**src/pst_pkg.sv**
```systemverilog
/*
 * Package of the phase selective trip block: mode encoding, register map,
 * timing constants and field positions.
 * Assumes a 10 MHz system clock and a 32-bit plain register port.
 */
package pst_pkg;

	// ------------------------------------------------------------------
	// Operating mode
	// ------------------------------------------------------------------
	typedef enum logic [1:0] {
		PST_MODE_OFF    = 2'h0,
		PST_MODE_THREE  = 2'h1,
		PST_MODE_SINGLE = 2'h2
	} pst_mode_type;

	// ------------------------------------------------------------------
	// Timing
	// ------------------------------------------------------------------
	localparam int CLOCK_HZ        = 10000000;
	localparam int TICK_TIME_US    = 1000;
	localparam int TICK_CYCLES     = CLOCK_HZ / 1000000 * TICK_TIME_US;
	localparam int MS_W            = 16;
	localparam logic [15:0] PULSE_MIN_MS   = 16'h0032;
	localparam logic [15:0] PULSE_MAX_MS   = 16'hea60;
	localparam logic [15:0] PULSE_DEF_MS   = 16'h0096;
	localparam logic [15:0] EVOLVE_DEF_MS  = 16'h03e8;

	// ------------------------------------------------------------------
	// Register map (byte addresses)
	// ------------------------------------------------------------------
	localparam logic [7:0] REG_MODE    = 8'h00;
	localparam logic [7:0] REG_PULSE   = 8'h04;
	localparam logic [7:0] REG_EVOLVE  = 8'h08;
	localparam logic [7:0] REG_STATE   = 8'h0c;
	localparam logic [7:0] REG_EVENT   = 8'h10;
	localparam logic [7:0] REG_MASK    = 8'h14;
	localparam logic [7:0] REG_CONTACT = 8'h18;

	// Event bits: on events in 0..3, off events in 4..7
	localparam int EV_W       = 8;
	localparam int EV_OFF_POS = 4;
	localparam int MODE_W     = 2;

	// Trip status bit order: a, b, c, any, all
	localparam int ST_ANY = 3;
	localparam int ST_ALL = 4;
	localparam int ST_W   = 5;

	// Contact routing: two bits per contact, 3 means unassigned
	localparam int CONTACT_N      = 6;
	localparam int CONTACT_SEL_W  = 2;
	localparam logic [11:0] CONTACT_DEF = 12'hfe4;

endpackage

```
**src/pst_timer.sv**
```systemverilog
/*
 * Millisecond down counter used for the pulse stretch and evolving-fault
 * windows. Assumes a one-cycle tick input and synchronous reset domain copy.
 */
`timescale 1ns/1ps
module pst_timer #(
	parameter int W = 16
) (
	input  wire logic         clock_i,
	input  wire logic         rst_n_i,
	input  wire logic         tick_i,
	input  wire logic         load_i,
	input  wire logic [W-1:0] value_i,
	output logic              busy_o
);
	logic [W-1:0] count_q;
	logic [W-1:0] count_d;

	assign count_d = load_i ? value_i :
	                 (tick_i && count_q != '0) ? count_q - W'(1) : count_q;
	assign busy_o  = (count_q != '0);

	always_ff @(posedge clock_i or negedge rst_n_i) begin
		if (!rst_n_i) begin
			count_q <= '0;
		end else begin
			count_q <= count_d;
		end
	end
endmodule

```
**src/pst_trip.sv**
```systemverilog
/*
 * Phase selective trip decision block: widens requests, stretches trips
 * to a minimum pulse, holds three-phase tripping during the evolving-fault
 * window, reports phase and any-trip output changes as events and routes contacts.
 * Assumes request inputs arrive asynchronously and a plain register port.
 */
// The plain strobed port and the register offsets were chosen for this implementation.
// Behaviour
// RULE_01: Mode setting has off, three-phase only, single/three; resets to off.
// RULE_02: Mode off drives no trip output whatever the requests.
// RULE_03: Each trip lasts at least the settable minimum pulse, default 150 ms; the code can end a trip up to one 1 ms tick short.
// RULE_04: A two-phase request trips all three phases.
// RULE_05: Force input turns any single-phase trip into three-phase trip.
// RULE_06: After a trip, evolving-fault window makes every trip three-phase.
// RULE_07: Three-phase request drives all phase outputs and all-phase output.
// RULE_08: Single-phase request with phase requests trips only faulted phase.
// RULE_09: Phase request a, b, c maps to phase trip a, b, c.
// RULE_10: Block input suppresses every output; the code leaves irq_o and rdata_o unblocked.
// RULE_11: Any-trip output is high whenever any trip is commanded.
// RULE_12: All-phase output is high whenever all three phases trip.
// RULE_13: Each change of phase and any-trip outputs logs an on or off event.
// RULE_14: First three contacts default to phase a, b, c; contacts may share.
// RULE_15: Three-phase only mode widens any request to all three phases.
// RULE_16: Timers count a 1 ms tick; reset clears timers and outputs.
`timescale 1ns/1ps
module pst_trip #(
	parameter int TICK_CYCLES = pst_pkg::TICK_CYCLES,
	parameter int CONTACT_N   = pst_pkg::CONTACT_N
) (
	input  wire logic                  clock_i,
	input  wire logic                  arst_n_i,
	input  wire logic                  block_outputs_in_i,
	input  wire logic                  single_phase_request_in_i,
	input  wire logic                  three_phase_request_in_i,
	input  wire logic                  phase_a_request_in_i,
	input  wire logic                  phase_b_request_in_i,
	input  wire logic                  phase_c_request_in_i,
	input  wire logic                  force_all_phases_in_i,
	input  wire logic [7:0]            addr_i,
	input  wire logic [31:0]           wdata_i,
	input  wire logic                  wr_i,
	input  wire logic                  rd_i,
	output logic      [31:0]           rdata_o,
	output logic                       phase_a_trip_out_o,
	output logic                       phase_b_trip_out_o,
	output logic                       phase_c_trip_out_o,
	output logic                       any_trip_out_o,
	output logic                       all_phase_trip_out_o,
	output logic      [CONTACT_N-1:0]  contact_o,
	output logic                       irq_o
);
	// ------------------------------------------------------------------
	// Reset release and input synchronisers
	// ------------------------------------------------------------------
	logic       rst_meta_q;
	logic       rst_n_q;
	logic [6:0] in_meta_q;
	logic [6:0] in_sync_q;
	logic [6:0] in_raw;

	assign in_raw = {force_all_phases_in_i, phase_c_request_in_i, phase_b_request_in_i,
	                 phase_a_request_in_i, three_phase_request_in_i,
	                 single_phase_request_in_i, block_outputs_in_i};

	always_ff @(posedge clock_i or negedge arst_n_i) begin
		if (!arst_n_i) begin
			rst_meta_q <= 1'b0;
			rst_n_q    <= 1'b0;
		end else begin
			rst_meta_q <= 1'b1;
			rst_n_q    <= rst_meta_q;
		end
	end

	always_ff @(posedge clock_i or negedge rst_n_q) begin
		if (!rst_n_q) begin
			in_meta_q <= 7'h00;
			in_sync_q <= 7'h00;
		end else begin
			in_meta_q <= in_raw;
			in_sync_q <= in_meta_q;
		end
	end

	wire       blk_s    = in_sync_q[0];
	wire       req1_s   = in_sync_q[1];
	wire       req3_s   = in_sync_q[2];
	wire [2:0] phase_s  = in_sync_q[5:3];
	wire       force_s  = in_sync_q[6];

	// ------------------------------------------------------------------
	// Settings registers
	// ------------------------------------------------------------------
	pst_pkg::pst_mode_type mode_q;
	logic [15:0]           pulse_q;
	logic [15:0]           evolve_q;
	logic [pst_pkg::EV_W-1:0] event_q;
	logic [pst_pkg::EV_W-1:0] event_d;
	logic [pst_pkg::EV_W-1:0] mask_q;
	logic [CONTACT_N*pst_pkg::CONTACT_SEL_W-1:0] route_q;

	// Settings outside the documented range are clamped
	function automatic logic [15:0] clamp_ms(input logic [15:0] v);
		if (v < pst_pkg::PULSE_MIN_MS) begin
			clamp_ms = pst_pkg::PULSE_MIN_MS;
		end else if (v > pst_pkg::PULSE_MAX_MS) begin
			clamp_ms = pst_pkg::PULSE_MAX_MS;
		end else begin
			clamp_ms = v;
		end
	endfunction

	wire wr_mode    = wr_i && addr_i == pst_pkg::REG_MODE;
	wire wr_pulse   = wr_i && addr_i == pst_pkg::REG_PULSE;
	wire wr_evolve  = wr_i && addr_i == pst_pkg::REG_EVOLVE;
	wire wr_event   = wr_i && addr_i == pst_pkg::REG_EVENT;
	wire wr_mask    = wr_i && addr_i == pst_pkg::REG_MASK;
	wire wr_contact = wr_i && addr_i == pst_pkg::REG_CONTACT;

	wire [1:0] mode_wr = wdata_i[pst_pkg::MODE_W-1:0];
	wire       mode_ok = (mode_wr == pst_pkg::PST_MODE_THREE) || (mode_wr == pst_pkg::PST_MODE_SINGLE);

	// RULE_01 mode setting
	always_ff @(posedge clock_i or negedge rst_n_q) begin
		if (!rst_n_q) begin
			mode_q   <= pst_pkg::PST_MODE_OFF;
			pulse_q  <= pst_pkg::PULSE_DEF_MS;
			evolve_q <= pst_pkg::EVOLVE_DEF_MS;
			mask_q   <= '0;
			route_q  <= pst_pkg::CONTACT_DEF;
		end else begin
			if (wr_mode) begin
				mode_q <= mode_ok ? pst_pkg::pst_mode_type'(mode_wr) : pst_pkg::PST_MODE_OFF;
			end
			if (wr_pulse) begin
				pulse_q <= clamp_ms(wdata_i[15:0]);
			end
			if (wr_evolve) begin
				evolve_q <= clamp_ms(wdata_i[15:0]);
			end
			if (wr_mask) begin
				mask_q <= wdata_i[pst_pkg::EV_W-1:0];
			end
			if (wr_contact) begin
				route_q <= wdata_i[CONTACT_N*pst_pkg::CONTACT_SEL_W-1:0];
			end
		end
	end

	// ------------------------------------------------------------------
	// Millisecond tick
	// ------------------------------------------------------------------
	localparam int TW = $clog2(TICK_CYCLES + 1);
	logic [TW-1:0] tick_cnt_q;
	logic          tick_q;
	wire           tick_wrap = (tick_cnt_q == TW'(TICK_CYCLES - 1));

	// RULE_16 ms tick
	always_ff @(posedge clock_i or negedge rst_n_q) begin
		if (!rst_n_q) begin
			tick_cnt_q <= '0;
			tick_q     <= 1'b0;
		end else begin
			tick_cnt_q <= tick_wrap ? '0 : tick_cnt_q + TW'(1);
			tick_q     <= tick_wrap;
		end
	end

	// ------------------------------------------------------------------
	// Decision logic
	// ------------------------------------------------------------------
	logic [2:0] held_q;
	logic       pulse_busy;
	logic       evolve_busy;
	wire        enabled = (mode_q != pst_pkg::PST_MODE_OFF) && !blk_s;
	wire [1:0]  phase_cnt = 2'(phase_s[0]) + 2'(phase_s[1]) + 2'(phase_s[2]);
	wire        any_req = req1_s || req3_s || (phase_s != 3'h0);

	// RULE_08 single-phase only with request and one phase in single mode
	wire single_ok = (mode_q == pst_pkg::PST_MODE_SINGLE) && req1_s && (phase_cnt == 2'h1);
	// RULE_04 two phases widen
	wire multi_ph  = (phase_cnt >= 2'h2);
	// RULE_05 force input, RULE_06 evolving window, RULE_07 three-phase request, RULE_15 3ph mode
	wire widen     = req3_s || multi_ph || force_s || evolve_busy || !single_ok;
	// RULE_09 phase mapping
	wire [2:0] req_ph  = !any_req ? 3'h0 : (widen ? 3'h7 : phase_s);
	// RULE_02 off mode, RULE_10 block
	wire [2:0] new_ph  = enabled ? req_ph : 3'h0;
	wire       new_trip = (new_ph != 3'h0);

	// RULE_03 pulse stretch; a fresh request restarts the minimum pulse
	wire [2:0] comb_ph   = new_ph | (pulse_busy ? held_q : 3'h0);
	// RULE_04 held plus new phase widens, RULE_05 force widens held pulse
	wire       comb_wide = ((comb_ph & (comb_ph - 3'h1)) != 3'h0) || (force_s && (comb_ph != 3'h0));
	wire [2:0] trip_ph   = !enabled ? 3'h0 : (comb_wide ? 3'h7 : comb_ph);
	wire       trip_on = (trip_ph != 3'h0);

	always_ff @(posedge clock_i or negedge rst_n_q) begin
		if (!rst_n_q) begin
			held_q <= 3'h0;
		end else begin
			held_q <= trip_ph;
		end
	end

	pst_timer #(
		.W (pst_pkg::MS_W)
	) u_pulse (
		.clock_i (clock_i),
		.rst_n_i (rst_n_q),
		.tick_i  (tick_q),
		.load_i  (new_trip),
		.value_i (pulse_q),
		.busy_o  (pulse_busy)
	);

	// RULE_06 window armed on each trip end
	wire trip_fall = (held_q != 3'h0) && !trip_on;

	pst_timer #(
		.W (pst_pkg::MS_W)
	) u_evolve (
		.clock_i (clock_i),
		.rst_n_i (rst_n_q),
		.tick_i  (tick_q),
		.load_i  (trip_fall),
		.value_i (evolve_q),
		.busy_o  (evolve_busy)
	);

	// ------------------------------------------------------------------
	// Output stage
	// ------------------------------------------------------------------
	logic [pst_pkg::ST_W-1:0] stat_q;
	wire  [pst_pkg::ST_W-1:0] stat_d;

	// RULE_11 any trip, RULE_12 all phases
	assign stat_d = {(trip_ph == 3'h7), trip_on, trip_ph};

	// RULE_16 reset clears outputs
	always_ff @(posedge clock_i or negedge rst_n_q) begin
		if (!rst_n_q) begin
			stat_q <= '0;
		end else begin
			stat_q <= stat_d;
		end
	end

	// RULE_13 on and off events
	wire [3:0] rise = stat_d[3:0] & ~stat_q[3:0];
	wire [3:0] fall = ~stat_d[3:0] & stat_q[3:0];
	wire [pst_pkg::EV_W-1:0] ev_set = {fall, rise};

	// Set wins over write-one-to-clear
	assign event_d = (event_q & ~(wr_event ? wdata_i[pst_pkg::EV_W-1:0] : '0)) | ev_set;

	always_ff @(posedge clock_i or negedge rst_n_q) begin
		if (!rst_n_q) begin
			event_q <= '0;
			irq_o   <= 1'b0;
		end else begin
			event_q <= event_d;
			irq_o   <= |(event_d & mask_q);
		end
	end

	// RULE_14 contact routing
	logic [CONTACT_N-1:0] contact_d;
	genvar gi;
	generate
		for (gi = 0; gi < CONTACT_N; gi++) begin : g_contact
			wire [1:0] sel = route_q[gi*pst_pkg::CONTACT_SEL_W +: pst_pkg::CONTACT_SEL_W];
			assign contact_d[gi] = (sel == 2'h3) ? 1'b0 : stat_d[sel];
		end
	endgenerate

	always_ff @(posedge clock_i or negedge rst_n_q) begin
		if (!rst_n_q) begin
			contact_o <= '0;
		end else begin
			contact_o <= contact_d;
		end
	end

	assign phase_a_trip_out_o   = stat_q[0];
	assign phase_b_trip_out_o   = stat_q[1];
	assign phase_c_trip_out_o   = stat_q[2];
	assign any_trip_out_o       = stat_q[pst_pkg::ST_ANY];
	assign all_phase_trip_out_o = stat_q[pst_pkg::ST_ALL];

	// ------------------------------------------------------------------
	// Register read
	// ------------------------------------------------------------------
	logic [31:0] rd_mux;
	always_comb begin
		rd_mux = 32'h0000_0000;
		case (addr_i)
			pst_pkg::REG_MODE:    rd_mux = {30'h0, mode_q};
			pst_pkg::REG_PULSE:   rd_mux = {16'h0, pulse_q};
			pst_pkg::REG_EVOLVE:  rd_mux = {16'h0, evolve_q};
			pst_pkg::REG_STATE:   rd_mux = {25'h0, pulse_busy, evolve_busy, stat_q};
			pst_pkg::REG_EVENT:   rd_mux = {24'h0, event_q};
			pst_pkg::REG_MASK:    rd_mux = {24'h0, mask_q};
			pst_pkg::REG_CONTACT: rd_mux = {20'h0, route_q};
			default:              rd_mux = 32'h0000_0000;
		endcase
	end

	always_ff @(posedge clock_i or negedge rst_n_q) begin
		if (!rst_n_q) begin
			rdata_o <= 32'h0000_0000;
		end else begin
			rdata_o <= rd_i ? rd_mux : 32'h0000_0000;
		end
	end
endmodule

```
**config.mk**
```make
export PLATFORM = sky130hd
export DESIGN_NAME = pst_trip
export DESIGN_NICKNAME = d
export VERILOG_FILES = /design/src/pst_pkg.sv /design/src/pst_timer.sv /design/src/pst_trip.sv
export SDC_FILE = /design/constraint.sdc
export NUM_CORES = 1
export LEC_CHECK = 0
export BUFFER_PORTS_ARGS = -buffer_cell sky130_fd_sc_hd__buf_4
export CAP_MARGIN = 30
export CORE_UTILIZATION = 50
export CTS_BUF_LIST = sky130_fd_sc_hd__clkbuf_8
export CTS_CLUSTER_DIAMETER = 120
export DETAILED_ROUTE_END_ITERATION = 16
export PLACE_DENSITY = 0.69
export REMOVE_ABC_BUFFERS = 1
export SLEW_MARGIN = 20
export SYNTH_ARGS = -nofsm -noshare
export SYNTH_HDL_FRONTEND = slang
export SYNTH_SLANG_ARGS = --single-unit
```
**constraint.sdc**
```tcl
create_clock -name clock_i -period 6.5 [get_ports clock_i]
set_clock_uncertainty 0.2 [all_clocks]
set_input_delay 0.325 -clock clock_i [delete_from_list [all_inputs] [get_ports clock_i]]
set_output_delay 0.325 -clock clock_i [all_outputs]
set_load 0.05 [all_outputs]
```
# == After elaboration in Yosys (flattened, before gate mapping) ==
# Cells that the tools add are included.
# totals
latchBits,0
regBits,172
ramBits,0
n_memories,0
mem_bits_ro,0
wordCells,134
out_inout_bits,44
in_bits,51
# classes
n_shift,0
mul,0
n_lt_le_gt_ge,9
div,0
n_reduce_logical,37
n_eq_ne,18
mux,35
n_bitwise,10
add_sub_neg,6
# op_table
cell,n
$pmux W16 S7,1
$mux W16,6
$mux W32,1
$reduce_bool A16 Y1,2
$sub A16 B1 Y16 const B,2
$eq A8 B5 Y1 const B,3
$lt A2 B4 Y1 const B,6
$mux W3,6
$reduce_bool A3 Y1,6
$and A8 B8 Y8,2
$eq A2 B2 Y1 const B,8
$eq A8 B4 Y1 const B,2
$gt A16 B16 Y1 const B,1
$lt A16 B6 Y1 const B,1
$add A14 B1 Y14 const B,1
$eq A14 B14 Y1 const B,1
$mux W14,1
$logic_and A1 B1 Y1,13
$bmux W1 S2,6
$mux W1,12
$and A4 B4 Y4,2
$eq A8 B3 Y1 const B,1
$logic_not A8 Y1,1
$logic_or A1 B1 Y1,8
16 further kinds,22

# == Logic depth before layout (Yosys ltp) ==
# Gate-level depths: netlist (run 1).
# logic_depth
word_depth,23
depth_mapped,11
depth_no_buf,10

# == Modules after synthesis ==
# Synthesis (run 1) repeated with hierarchy kept, for this count alone.
# unflattened
hier_cells,742
area_unflattened_um2,7587.3
# by_module_without_submodules
module,n_inst,cells_per_inst,area_each_um2,seq_area_each_um2
pst_trip,1,498,5502.8,3050.4
pst_timer,2,122,1042.2,400.4

# == Least setup slack after synthesis (run 1) ==
# OpenSTA, ideal clock, no wires.
# synth_path
path_type,reg-to-reg
startpoint,reg u_evolve.count_q[7]
endpoint,reg irq_o
path_stages_with_launch,10
path_slack_ns,3.369
synth_period_minus_slack_ns,3.131
n_path_buf,1
setup_time_ns,0.139
arrival_ns,2.792
required_ns,6.161
path_cell_list,dfrtp_1 -> or4_4 -> or4_1 -> buf_4 -> nor4_2 -> o2bb2ai_2 -> o31ai_4 -> o21ai_1 -> a222oi_1 -> nand3_1
# synth_between
word_cells_on_any_way,22
classes_between,add/sub (1); mux (5); bitwise (7); reduce/logical (9)
# synth_lines
element,line_no,rtl
"start, declared",pst_timer.sv:16,logic [W-1:0] count_q;
"start signal, assigned",pst_timer.sv:27,count_q <= count_d;
$reduce_bool A16 Y1 *,pst_timer.sv:21,assign busy_o = (count_q != '0);
$logic_or A1 B1 Y1 * (2 in a row),pst_trip.sv:184,wire widen = req3_s || multi_ph || force_s || evolve_busy || !single_ok;
$mux W3 * (2 in a row),pst_trip.sv:186,wire [2:0] req_ph = !any_req ? 3'h0 : (widen ? 3'h7 : phase_s);
$mux W3 *,pst_trip.sv:188,wire [2:0] new_ph = enabled ? req_ph : 3'h0;
$or A3 B3 Y3 *,pst_trip.sv:192,wire [2:0] comb_ph = new_ph | (pulse_busy ? held_q : 3'h0);
$sub A3 B1 Y3,pst_trip.sv:194,wire comb_wide = ((comb_ph & (comb_ph - 3'h1)) != 3'h0) || (force_s && (comb_ph != 3'h0));
$and A3 B3 Y3,pst_trip.sv:194,
$reduce_bool A3 Y1,pst_trip.sv:194,
$logic_or A1 B1 Y1,pst_trip.sv:194,
$mux W3 * (2 in a row),pst_trip.sv:195,wire [2:0] trip_ph = !enabled ? 3'h0 : (comb_wide ? 3'h7 : comb_ph);
$reduce_bool A3 Y1 *,pst_trip.sv:196,wire trip_on = (trip_ph != 3'h0);
$and A4 B4 Y4 *,pst_trip.sv:250,wire [3:0] rise = stat_d[3:0] & ~stat_q[3:0];
$or A8 B8 Y8 *,pst_trip.sv:255,assign event_d = (event_q & ~(wr_event ? wdata_i[pst_pkg::EV_W-1:0] : '0)) | ev_set;
"via event_d, one bit",pst_trip.sv:98,logic [pst_pkg::EV_W-1:0] event_d;
$and A8 B8 Y8 *,pst_trip.sv:263,irq_o <= |(event_d & mask_q);
$reduce_or A8 Y1 *,pst_trip.sv:263,
"end signal, assigned",pst_trip.sv:263,
"end, declared",pst_trip.sv:50,output logic irq_o
# The timed path passes the listed nets; every way through them passes the cells marked *.
# A chain may end at the register's enable or synchronous reset.

# == Final worst setup path (run 1) ==
# layout_path
startpoint,reg u_evolve.count_q[7]
endpoint,reg u_evolve.count_q[1]
# layout_between
elab_chain_len,17
word_cells_on_any_way,21
classes_between,add/sub (1); mux (6); bitwise (2); reduce/logical (12)
# layout_lines
element,line_no,rtl
$reduce_bool A16 Y1 *,"pst_timer.sv:20, pst_timer.sv:21",
$logic_or A1 B1 Y1 (2 in a row),pst_trip.sv:184,
$mux W3 (2 in a row),pst_trip.sv:186,
$mux W3,pst_trip.sv:188,
$or A3 B3 Y3,pst_trip.sv:192,
$sub A3 B1 Y3,pst_trip.sv:194,
$and A3 B3 Y3,pst_trip.sv:194,
$reduce_bool A3 Y1,pst_trip.sv:194,
$logic_or A1 B1 Y1,pst_trip.sv:194,
$mux W3 (2 in a row),pst_trip.sv:195,
$reduce_bool A3 Y1,pst_trip.sv:196,
$logic_not A1 Y1,pst_trip.sv:218,wire trip_fall = (held_q != 3'h0) && !trip_on;
$logic_and A1 B1 Y1,pst_trip.sv:218,
$mux W16 or $reduce_bool A2 Y1 (tied branches),--,
# Mark *: on every way between the ends. The rest lies on a longest branch, timed or not.

==> results of run 1 <==
## tightest hold or removal path, delay by kind of cell
family	cells	cell delay, ns
buffers and inverters	1	0.10
AOI/OAI and AO/OA	1	0.06
and+or+nand+nor	2	0.16
## cell families after synthesis
family          share of synthesized area
compound gates                      0.130
xor+xnor                           0.0495
fa+ha+maj                          0.0110
buf+inv                            0.0398
flops                               0.531
mux                                0.0750
other cells                       0.00104
simple gates                        0.163
## repair_timing
action                                  4_1_cts  5_1_grt
endpoints found under the hold margin        48        0
endpoints found under the setup margin        0        0
hold buffers                                 25        0
## layout by cell type, fill, tap and decap left out, types with 13 or more instances in the layout
cell,n
dfrtp_1,134
nand2_1,102
buf_4,64
o21ai_0,56
nor2_1,51
mux2_2,35
xnor2_1,26
dlygate4sd3_1,25
o21ai_1,21
clkbuf_8,19
dfstp_2,18
conb_1,17
mux2i_1,15
xor2_1,15
inv_1,14
nand3_1,14
nor3_1,13
## metal layers
layer,track usage,vias to the layer above,share of wire
li1,-,2590,-
met1,0.343,2757,0.44
met2,0.403,168,0.48
met3,0.0562,22,0.061
met4,0.0907,0,0.018
met5,0,-,0
## sequential cells by signal (all words and copies together) (netlist names), 7 cells and up
name and count:
tick_cnt_q 14, in_sync_q 7, pulse_q 16, mask_q 8, rdata_o 16, in_meta_q 7, u_evolve.count_q 16, route_q 12
evolve_q 16, event_q 8, u_pulse.count_q 16
## power by group through the flow
| stage | logic, µW | clock network, µW | registers, µW |
|---|---|---|---|
| global route | 247 | 853 | 1120 |
| floorplan | 134 | 0 | 1120 |
| global placement | 199 | 0 | 1120 |
| CTS | 223 | 812 | 1110 |
| detailed placement | 210 | 0 | 1130 |
| finish | 222 | 802 | 1110 |
## through the flow
stage	worst slack [ns]	cells	utilization	instance area, µm²	total power [µW]
after floorplan	1.75	668	-	7070	1250
after global routing	2.35	972	0.607	8520	2220
final	2.51	972	0.607	8520	2140
after detailed placement	2.51	913	0.557	7820	1340
after CTS	2.54	970	0.606	8500	2150
after global placement	2.53	912	0.555	7790	1320
## how the worst min path moves through the flow
stage	slack (ns)	endpoint	startpoint
2_1_floorplan	-0.17	rst_meta_q$_DFF_PN0_	arst_n_i
3_3_place_gp	-0.09	rst_meta_q$_DFF_PN0_	arst_n_i
3_5_place_dp	-0.09	rst_meta_q$_DFF_PN0_	arst_n_i
4_1_cts	0.02	rdata_o[1]$_DFF_PN0_	addr_i[4]
5_1_grt	0.04	rdata_o[1]$_DFF_PN0_	addr_i[4]
6_report	0.03	rdata_o[1]$_DFF_PN0_	addr_i[4]
## cell type report
cell class              instances  area (µm²)  share of cell area
inverters                      13        48.8             0.00573
repair buffers                 92         778              0.0913
clock buffers                  19         262              0.0307
multi-input cells             502        3180               0.373
well taps                     180         225              0.0264
clock inverters                13         175              0.0206
flip-flops and latches        153        3850               0.452
==> impl_metrics.env, run 1 <==
export IMPL_gp_congestion=0.881
export IMPL_cp_slowest_cell="or4_1"
export IMPL_cp_start_kind="flip-flop"
export IMPL_max_stage_delay_ns=0.64
export IMPL_ir_worst_vdd_mv=0.221
export IMPL_yosysMostFrequentCell="dfrtp_1"
export IMPL_ys_ff_latch=153
export IMPL_nFillCells=1124
export IMPL_ys_warn_count=0
export IMPL_synth_area_leaders="dfrtp_1, dfstp_2, mux2_2"
export IMPL_async_flop_share=1.00
export IMPL_mappedNetlistArea_mm2=0.00726
export IMPL_r2r_cells=7
export IMPL_reg2reg_slack_ns=2.51
export IMPL_tightest_slew_ns=0.915
export IMPL_p_sw_frac=0.267
export IMPL_finalSetupViolCount=0
export IMPL_io_pins=95
export IMPL_synth_top_area_share=0.466
export IMPL_r2r_end="u_evolve.count_q[1]$_DFFE_PN0P_"
export IMPL_rsz0062_at_grt="no"
export IMPL_synth_edf_count=0
export IMPL_intPower_uw=1570
export IMPL_max_freq_mhz=250
export IMPL_cts_sinks=153
export IMPL_wirelength_mm=17.8
export IMPL_crit_arrival_ns=4.14
export IMPL_wire_per_inst_um=18.3
export IMPL_grt_pass1_vias=5396
export IMPL_status="complete, no violations"
export IMPL_antenna_found_initial=0
export IMPL_die_w_um=122
export IMPL_p_sw_uw=570
export IMPL_die_area_mm2=0.0150
export IMPL_cp_endpoint="u_evolve.count_q[1]$_DFFE_PN0P_"
export IMPL_cts_setup_buffers=0
export IMPL_worstReg2RegStart="u_evolve.count_q[7]$_DFFE_PN0P_"
export IMPL_min_path_cells=4
export IMPL_tns_ns=0
export IMPL_worst_path_buf_inv=0
export IMPL_synth_flop_cell="dfrtp_1"
export IMPL_path_max_fanout=31
export IMPL_synth_cells=697
export IMPL_grt_use_total=0.254
export IMPL_drv_cap=0
export IMPL_seq_area_frac_synth=0.531
export IMPL_postRouteAntennaNets=0
export IMPL_rows=43
export IMPL_yosysTopAreaCell="dfrtp_1"
export IMPL_hold_slack_ns=0.0320
export IMPL_clock_latency_ns=0.46
export IMPL_num_vias=5537
export IMPL_p_comb_frac=0.104
export IMPL_finalNetCount=835
export IMPL_area_growth_pct=17.5
export IMPL_h_tree_depth=4
export IMPL_grt_pass1_wl_mm=28.5
export IMPL_avgSynthCellArea_um2=10.4
export IMPL_initial_utilization=0.517
export IMPL_slew_headroom=0.388
export IMPL_vias_per_cell=5.70
export IMPL_dr_pass1_iters=5
export IMPL_path_depth=7
export IMPL_coreArea_mm2=0.0140
export IMPL_post_cts_resized=0
export IMPL_critical_path_top_delay_family="simple AND/OR/NAND/NOR gates"
export IMPL_grt_ovfl_total=0
export IMPL_cts_tree="done"
export IMPL_fin_crit_ns=3.99
export IMPL_cts_clk_slew_worst_paths_ns=0.08
export IMPL_path_class="flip-flop to flip-flop"
export IMPL_fp_dieH_um=122
export IMPL_cp_data_required_time_ns=6.64
export IMPL_place_hpwl_mm=12.4
export IMPL_numCtsBuffers=17
export IMPL_seqPwrFrac=0.521
export IMPL_p_leak_uw=0.00356
export IMPL_power_density_mw_per_mm2=251
export IMPL_clkPwrFrac=0.375
export IMPL_hold_viol=0
export IMPL_diodes=0
export IMPL_ys_top_cells_by_count="dfrtp_1, nand2_1, o21ai_0, nor2_1, mux2_2"
export IMPL_port_buffer_count=62
export IMPL_worstPathCellList="or4_4, or4_1, nor4_2, o2bb2ai_2, o31ai_4, o31a_2, mux2_2"
export IMPL_fin_crit_sh=0.614
export IMPL_drtIter0Drc=401
export IMPL_drc_errors=0
export IMPL_cts_root_buf="clkbuf_8"
export IMPL_ys_types=67
export IMPL_worst_setup_path_end_kind="flip-flop"
export IMPL_critPathLaunch="u_evolve.count_q[7]$_DFFE_PN0P_"
export IMPL_drive_gt1_frac=0.216
export IMPL_grt_max_degree=62
export IMPL_clk_path_buf_depth=2
export IMPL_hold_path_class="input pin to flip-flop"
export IMPL_slew_violations=0
Note: power is estimated with default switching activity, not from simulation.
==> inputs of run 2 (changes only) <==
- PLACE_DENSITY: 0.69 -> 0.71
- clock period: 6.5 -> 3.55 ns (I/O delays scaled with it)
==> run 2 against run 1 <==
Largest cell class unchanged. Sequential power increased by 84%. Sequential cell count unchanged. Final cell count up 2.0%.
==> impl_metrics.env, run 2 (synthesis gave the netlist of run 1 again) <==
export IMPL_fp_dieH_um=122
export IMPL_status="complete, no violations"
export IMPL_diodes=0
export IMPL_final_util=0.612
export IMPL_finalNonFillerCells=991
export IMPL_tns_ns=0
export IMPL_grt_use_total=0.255
export IMPL_worst_setup_path_end_kind="flip-flop"
export IMPL_power_density_mw_per_mm2=429
export IMPL_die_w_um=122
export IMPL_regArea_mm2=0.00385
export IMPL_cts_tree="done"
export IMPL_p_leak_uw=0.00365
export IMPL_drc_errors=0
export IMPL_finalSetupViolCount=0
export IMPL_hold_path_class="input pin to flip-flop"
export IMPL_port_buffer_count=62
export IMPL_grt_ovfl_total=0
export IMPL_reg2reg_slack_ns=0.12
export IMPL_drv_cap=0
export IMPL_finalNetCount=854
export IMPL_cts_clk_slew_worst_paths_ns=0.08
export IMPL_r2r_cells=9
export IMPL_grt_pass1_vias=5422
export IMPL_final_area_mm2=0.00859
export IMPL_multi_input_area_mm2=0.00318
export IMPL_cp_start_kind="flip-flop"
export IMPL_wire_per_inst_um=18.1
export IMPL_dpl_cell_count=929
export IMPL_final_common_cell="dfrtp_1"
export IMPL_path_class="flip-flop to flip-flop"
export IMPL_die_area_mm2=0.0150
export IMPL_rsz0062_at_grt="no"
export IMPL_path_max_fanout=21
export IMPL_drive_gt1_frac=0.221
export IMPL_h_tree_depth=4
export IMPL_postRouteAntennaNets=0
export IMPL_cts_root_buf="clkbuf_8"
export IMPL_gp_congestion=0.882
export IMPL_cts_sinks=153
export IMPL_ir_worst_vdd_mv=0.310
export IMPL_wirelength_mm=17.9
export IMPL_dpl_cell_area_mm2=0.00793
export IMPL_cts_setup_buffers=0
export IMPL_vias_per_cell=5.71
export IMPL_coreArea_mm2=0.0140
export IMPL_num_vias=5657
export IMPL_area_growth_pct=18.4
export IMPL_numCtsBuffers=17
export IMPL_fin_crit_ns=3.43
export IMPL_clock_latency_ns=0.45
export IMPL_antenna_found_initial=0
export IMPL_grt_max_degree=63
export IMPL_fin_crit_sh=0.965
export IMPL_drtIter0Drc=559
export IMPL_tightest_slew_ns=0.933
export IMPL_clk_path_buf_depth=2
export IMPL_crit_arrival_ns=3.60
export IMPL_place_hpwl_mm=12.7
export IMPL_hold_slack_ns=0.0671
export IMPL_nFillCells=1168
export IMPL_slew_violations=0
export IMPL_grt_pass1_wl_mm=28.7
export IMPL_slew_headroom=0.373
export IMPL_layout_cells_most_common_list="dfrtp_1, nand2_1, buf_4"
export IMPL_max_freq_mhz=292
export IMPL_io_pins=95
export IMPL_hold_viol=0
export IMPL_cp_data_required_time_ns=3.72
export IMPL_dr_pass1_iters=5
export IMPL_initial_utilization=0.517
export IMPL_min_path_cells=4
export IMPL_rows=43
==> run 2: cell types whose count changed in the layout (fill, tap and decap cells not counted), moves of 2 or more <==
cell / before / now
clkinvlp_4: 3 / 0
bufinv_16: 4 / 2
dlygate4sd3_1: 25 / 29
buf_4: 64 / 80
inv_1: 14 / 22
clkinv_2: 4 / 2
==> run 2: final cells by class <==
cell class / count / share of cell area
Clock buffer: 19 / 0.0304
Sequential cell: 153 / 0.449
Clock inverter: 13 / 0.0121
Multi-Input combinational cell: 502 / 0.370
Tap cell: 180 / 0.0262
Timing Repair Buffer: 111 / 0.107
Inverter: 13 / 0.00568
==> run 2: power breakdown <==
group	switching, µW	total [µW]	internal [µW]	leakage, µW
logic	220	407	187	0.00155
registers	149	2040	1890	0.00187
clock network	610	1250	637	0.000221
total	979	3690	2710	0.00365
==> run 2: path summary, 6_finish.rpt <==
| kind | start | end |
|---|---|---|
| max | u_pulse.count_q[8]$_DFFE_PN0P_ | u_evolve.count_q[14]$_DFFE_PN0P_ |
| min | wr_i | mode_q[1]$_DFFE_PN0P_ |
| max reg2reg | u_pulse.count_q[8]$_DFFE_PN0P_ | u_evolve.count_q[14]$_DFFE_PN0P_ |
| min reg2reg | in_meta_q[6]$_DFF_PN0_ | in_sync_q[6]$_DFF_PN0_ |
| max in group asynchronous | rst_n_q$_DFF_PN0_ | evolve_q[8]$_DFFE_PN1P_ |
| min in group asynchronous | rst_n_q$_DFF_PN0_ | u_evolve.count_q[15]$_DFFE_PN0P_ |
==> run 2: repair_timing <==
| item | in CTS | in global routing |
|---|---|---|
| hold buffers | 29 | 0 |
| hold endpoints to repair | 68 | 0 |
| endpoints found under the setup margin | 0 | 16 |
| resized for setup | 0 | 1 |
==> run 2: per-layer routing <==
layer | wire length (µm) | global-route usage | vias to the layer above | share of wire
li1 | - | - | 2625 | -
met1 | 8100 | 0.357 | 2795 | 0.45
met2 | 8490 | 0.394 | 205 | 0.47
met3 | 996 | 0.0474 | 32 | 0.056
met4 | 349 | 0.0930 | 0 | 0.019
met5 | 0 | 0 | - | 0
==> run 2: critical path: stages (launching register included) <==
cell and delay [ns]:
dfrtp_1 0.42, or4_1 0.59, or3_1 0.36, or3b_4 0.47, o2bb2ai_2 0.23, o31ai_4 0.35, o31a_2 0.28, buf_4 0.25
nand2_1 0.09, o21ai_1 0.09
==> run 2: per-stage QoR <==
step | setup WS, ns | total power (µW)
floorplan | -1.20 | 2290
global placement | 0.175 | 2420
detailed placement | 0.117 | 2450
CTS | 0.0845 | 3710
global route | 0.00658 | 3850
finish | 0.123 | 3690
==> inputs of run 3 (changes only) <==
- BUFFER_PORTS_ARGS: -buffer_cell sky130_fd_sc_hd__buf_4 -> -buffer_cell sky130_fd_sc_hd__buf_2
==> run 3 against run 2 <==
Sequential cell count unchanged. Clock-buffer cell count is 2 higher. Critical path type unchanged. Routed wire length grew 1.2%. Sequential power barely moved. Worst setup slack got worse by 0.012 ns.
==> impl_metrics.env, run 3 (synthesis gave the netlist of run 1 again) <==
export IMPL_initial_utilization=0.517
export IMPL_finalNetCount=859
export IMPL_max_stage_delay_ns=0.67
export IMPL_rsz0062_at_grt="yes"
export IMPL_slew_violations=0
export IMPL_hold_viol=0
export IMPL_postRouteAntennaNets=0
export IMPL_drv_cap=0
export IMPL_worstPathCellList="nor2_1, nor2_1, nand2_1, a2bb2oi_2, maj3_1, a21oi_1, mux2i_1, o22ai_1"
export IMPL_cts_clk_slew_worst_paths_ns=0.08
export IMPL_grt_pass1_vias=5484
export IMPL_path_max_fanout=8
export IMPL_clk_path_buf_depth=2
export IMPL_final_util=0.614
export IMPL_power_density_mw_per_mm2=470
export IMPL_num_vias=5648
export IMPL_nFillCells=1134
export IMPL_crit_arrival_ns=3.61
export IMPL_slew_headroom=0.457
export IMPL_critical_path_top_delay_family="compound AO/OA/AOI/OAI gates"
export IMPL_cp_start_kind="flip-flop"
export IMPL_cp_slowest_cell="a21oi_1"
export IMPL_io_pins=95
export IMPL_finalSetupViolCount=0
export IMPL_fin_crit_sh=0.969
export IMPL_die_w_um=122
export IMPL_tightest_slew_ns=0.815
export IMPL_path_class="flip-flop to flip-flop"
export IMPL_antenna_found_initial=0
export IMPL_grt_ovfl_total=0
export IMPL_port_buffer_count=62
export IMPL_drtIter0Drc=492
export IMPL_hold_path_class="input pin to flip-flop"
export IMPL_cts_tree="done"
export IMPL_power_uw=4050
export IMPL_fin_crit_ns=3.44
export IMPL_dr_pass1_iters=5
export IMPL_grt_pass1_wl_mm=28.4
export IMPL_final_common_cell="dfrtp_1"
export IMPL_layout_cells_most_common_list="dfrtp_1, nand2_1, buf_2"
export IMPL_drive_gt1_frac=0.232
export IMPL_drc_errors=0
export IMPL_vias_per_cell=5.67
export IMPL_gp_congestion=0.903
export IMPL_status="complete, no violations"
export IMPL_wire_per_inst_um=18.2
export IMPL_p_leak_uw=0.00369
export IMPL_worst_path_buf_inv=0
export IMPL_wirelength_mm=18.1
export IMPL_clock_latency_ns=0.46
export IMPL_die_area_mm2=0.0150
export IMPL_ir_worst_vdd_mv=0.257
export IMPL_h_tree_depth=4
export IMPL_cts_sinks=153
export IMPL_cts_root_buf="clkbuf_8"
export IMPL_numCtsBuffers=17
export IMPL_area_growth_pct=18.7
export IMPL_diodes=0
export IMPL_max_freq_mhz=291
export IMPL_path_common_cell="nor2_1"
export IMPL_coreArea_mm2=0.0140
export IMPL_place_hpwl_mm=12.5
export IMPL_worst_setup_path_end_kind="flip-flop"
export IMPL_fp_dieH_um=122
export IMPL_tns_ns=0
export IMPL_grt_max_degree=70
export IMPL_rows=43
export IMPL_cp_data_required_time_ns=3.72
export IMPL_grt_use_total=0.255
run 3: worst min-delay path: cells and delay by family:
kind	cells	cell delay [ns]
simple gates	2	0.15
compound gates	1	0.07
buf+inv	2	0.36
run 3: where the power goes:
| group | leakage, µW | switching, µW | internal (µW) |
|---|---|---|---|
| Combinational | 0.00156 | 222 | 175 |
| Clock | 0.000260 | 641 | 974 |
| Sequential | 0.00187 | 149 | 1890 |
run 3: final cells by class:
type	count	area [µm²]	area share
clock buffers	21	289	0.0335
clock inverters	11	201	0.0234
inverters	13	48.8	0.00566
well taps	180	225	0.0261
multi-input cells	502	3200	0.371
repair buffers	116	798	0.0927
flip-flops and latches	153	3850	0.447
run 3: layer usage:
metal / wire length, µm / track usage / part of all wire
met5: 0 / 0 / 0
met4: 441 / 0.122 / 0.024
met1: 8070 / 0.337 / 0.44
met2: 8580 / 0.397 / 0.47
met3: 1050 / 0.0553 / 0.058
run 3: per-stage QoR:
| stage | setup WS (ns) | cells | cell area [µm²] | hold WS, ns |
|---|---|---|---|---|
| CTS | 0.00195 | 992 | 8570 | 0.0667 |
| detailed placement | 0.0125 | 929 | 7770 | -0.235 |
| global route | 0.000340 | 996 | 8620 | 0.0875 |
| global placement | 0.203 | 929 | 7770 | -0.235 |
| floorplan | -1.20 | 668 | 7070 | -0.318 |
| finish | 0.111 | 996 | 8620 | 0.0973 |
run 3: worst paths after layout:
| kind | startpoint | end | slack (ns) | cells after the start |
|---|---|---|---|---|
| min in group asynchronous | rst_n_q$_DFF_PN0_ | u_evolve.count_q[7]$_DFFE_PN0P_ | 0.19 | 0 |
| hold / removal | wr_i | pulse_q[2]$_DFFE_PN1P_ | 0.1 | 5 |
| hold reg to reg | in_meta_q[0]$_DFF_PN0_ | in_sync_q[0]$_DFF_PN0_ | 0.15 | 0 |
| setup / recovery | mode_q[0]$_DFFE_PN0P_ | contact_o[1]$_DFF_PN0_ | 0.11 | 8 |
| setup reg to reg | mode_q[0]$_DFFE_PN0P_ | contact_o[1]$_DFF_PN0_ | 0.11 | 8 |
| max in group asynchronous | rst_n_q$_DFF_PN0_ | evolve_q[9]$_DFFE_PN1P_ | 2.08 | 1 |
run 3: what timing repair did:
| action | in CTS | in global routing |
|---|---|---|
| hold endpoints to repair | 70 | 0 |
| hold buffers | 31 | 0 |
| setup buffers | 0 | 2 |
| setup endpoints to repair | 0 | 12 |
| gates resized for setup | 0 | 3 |
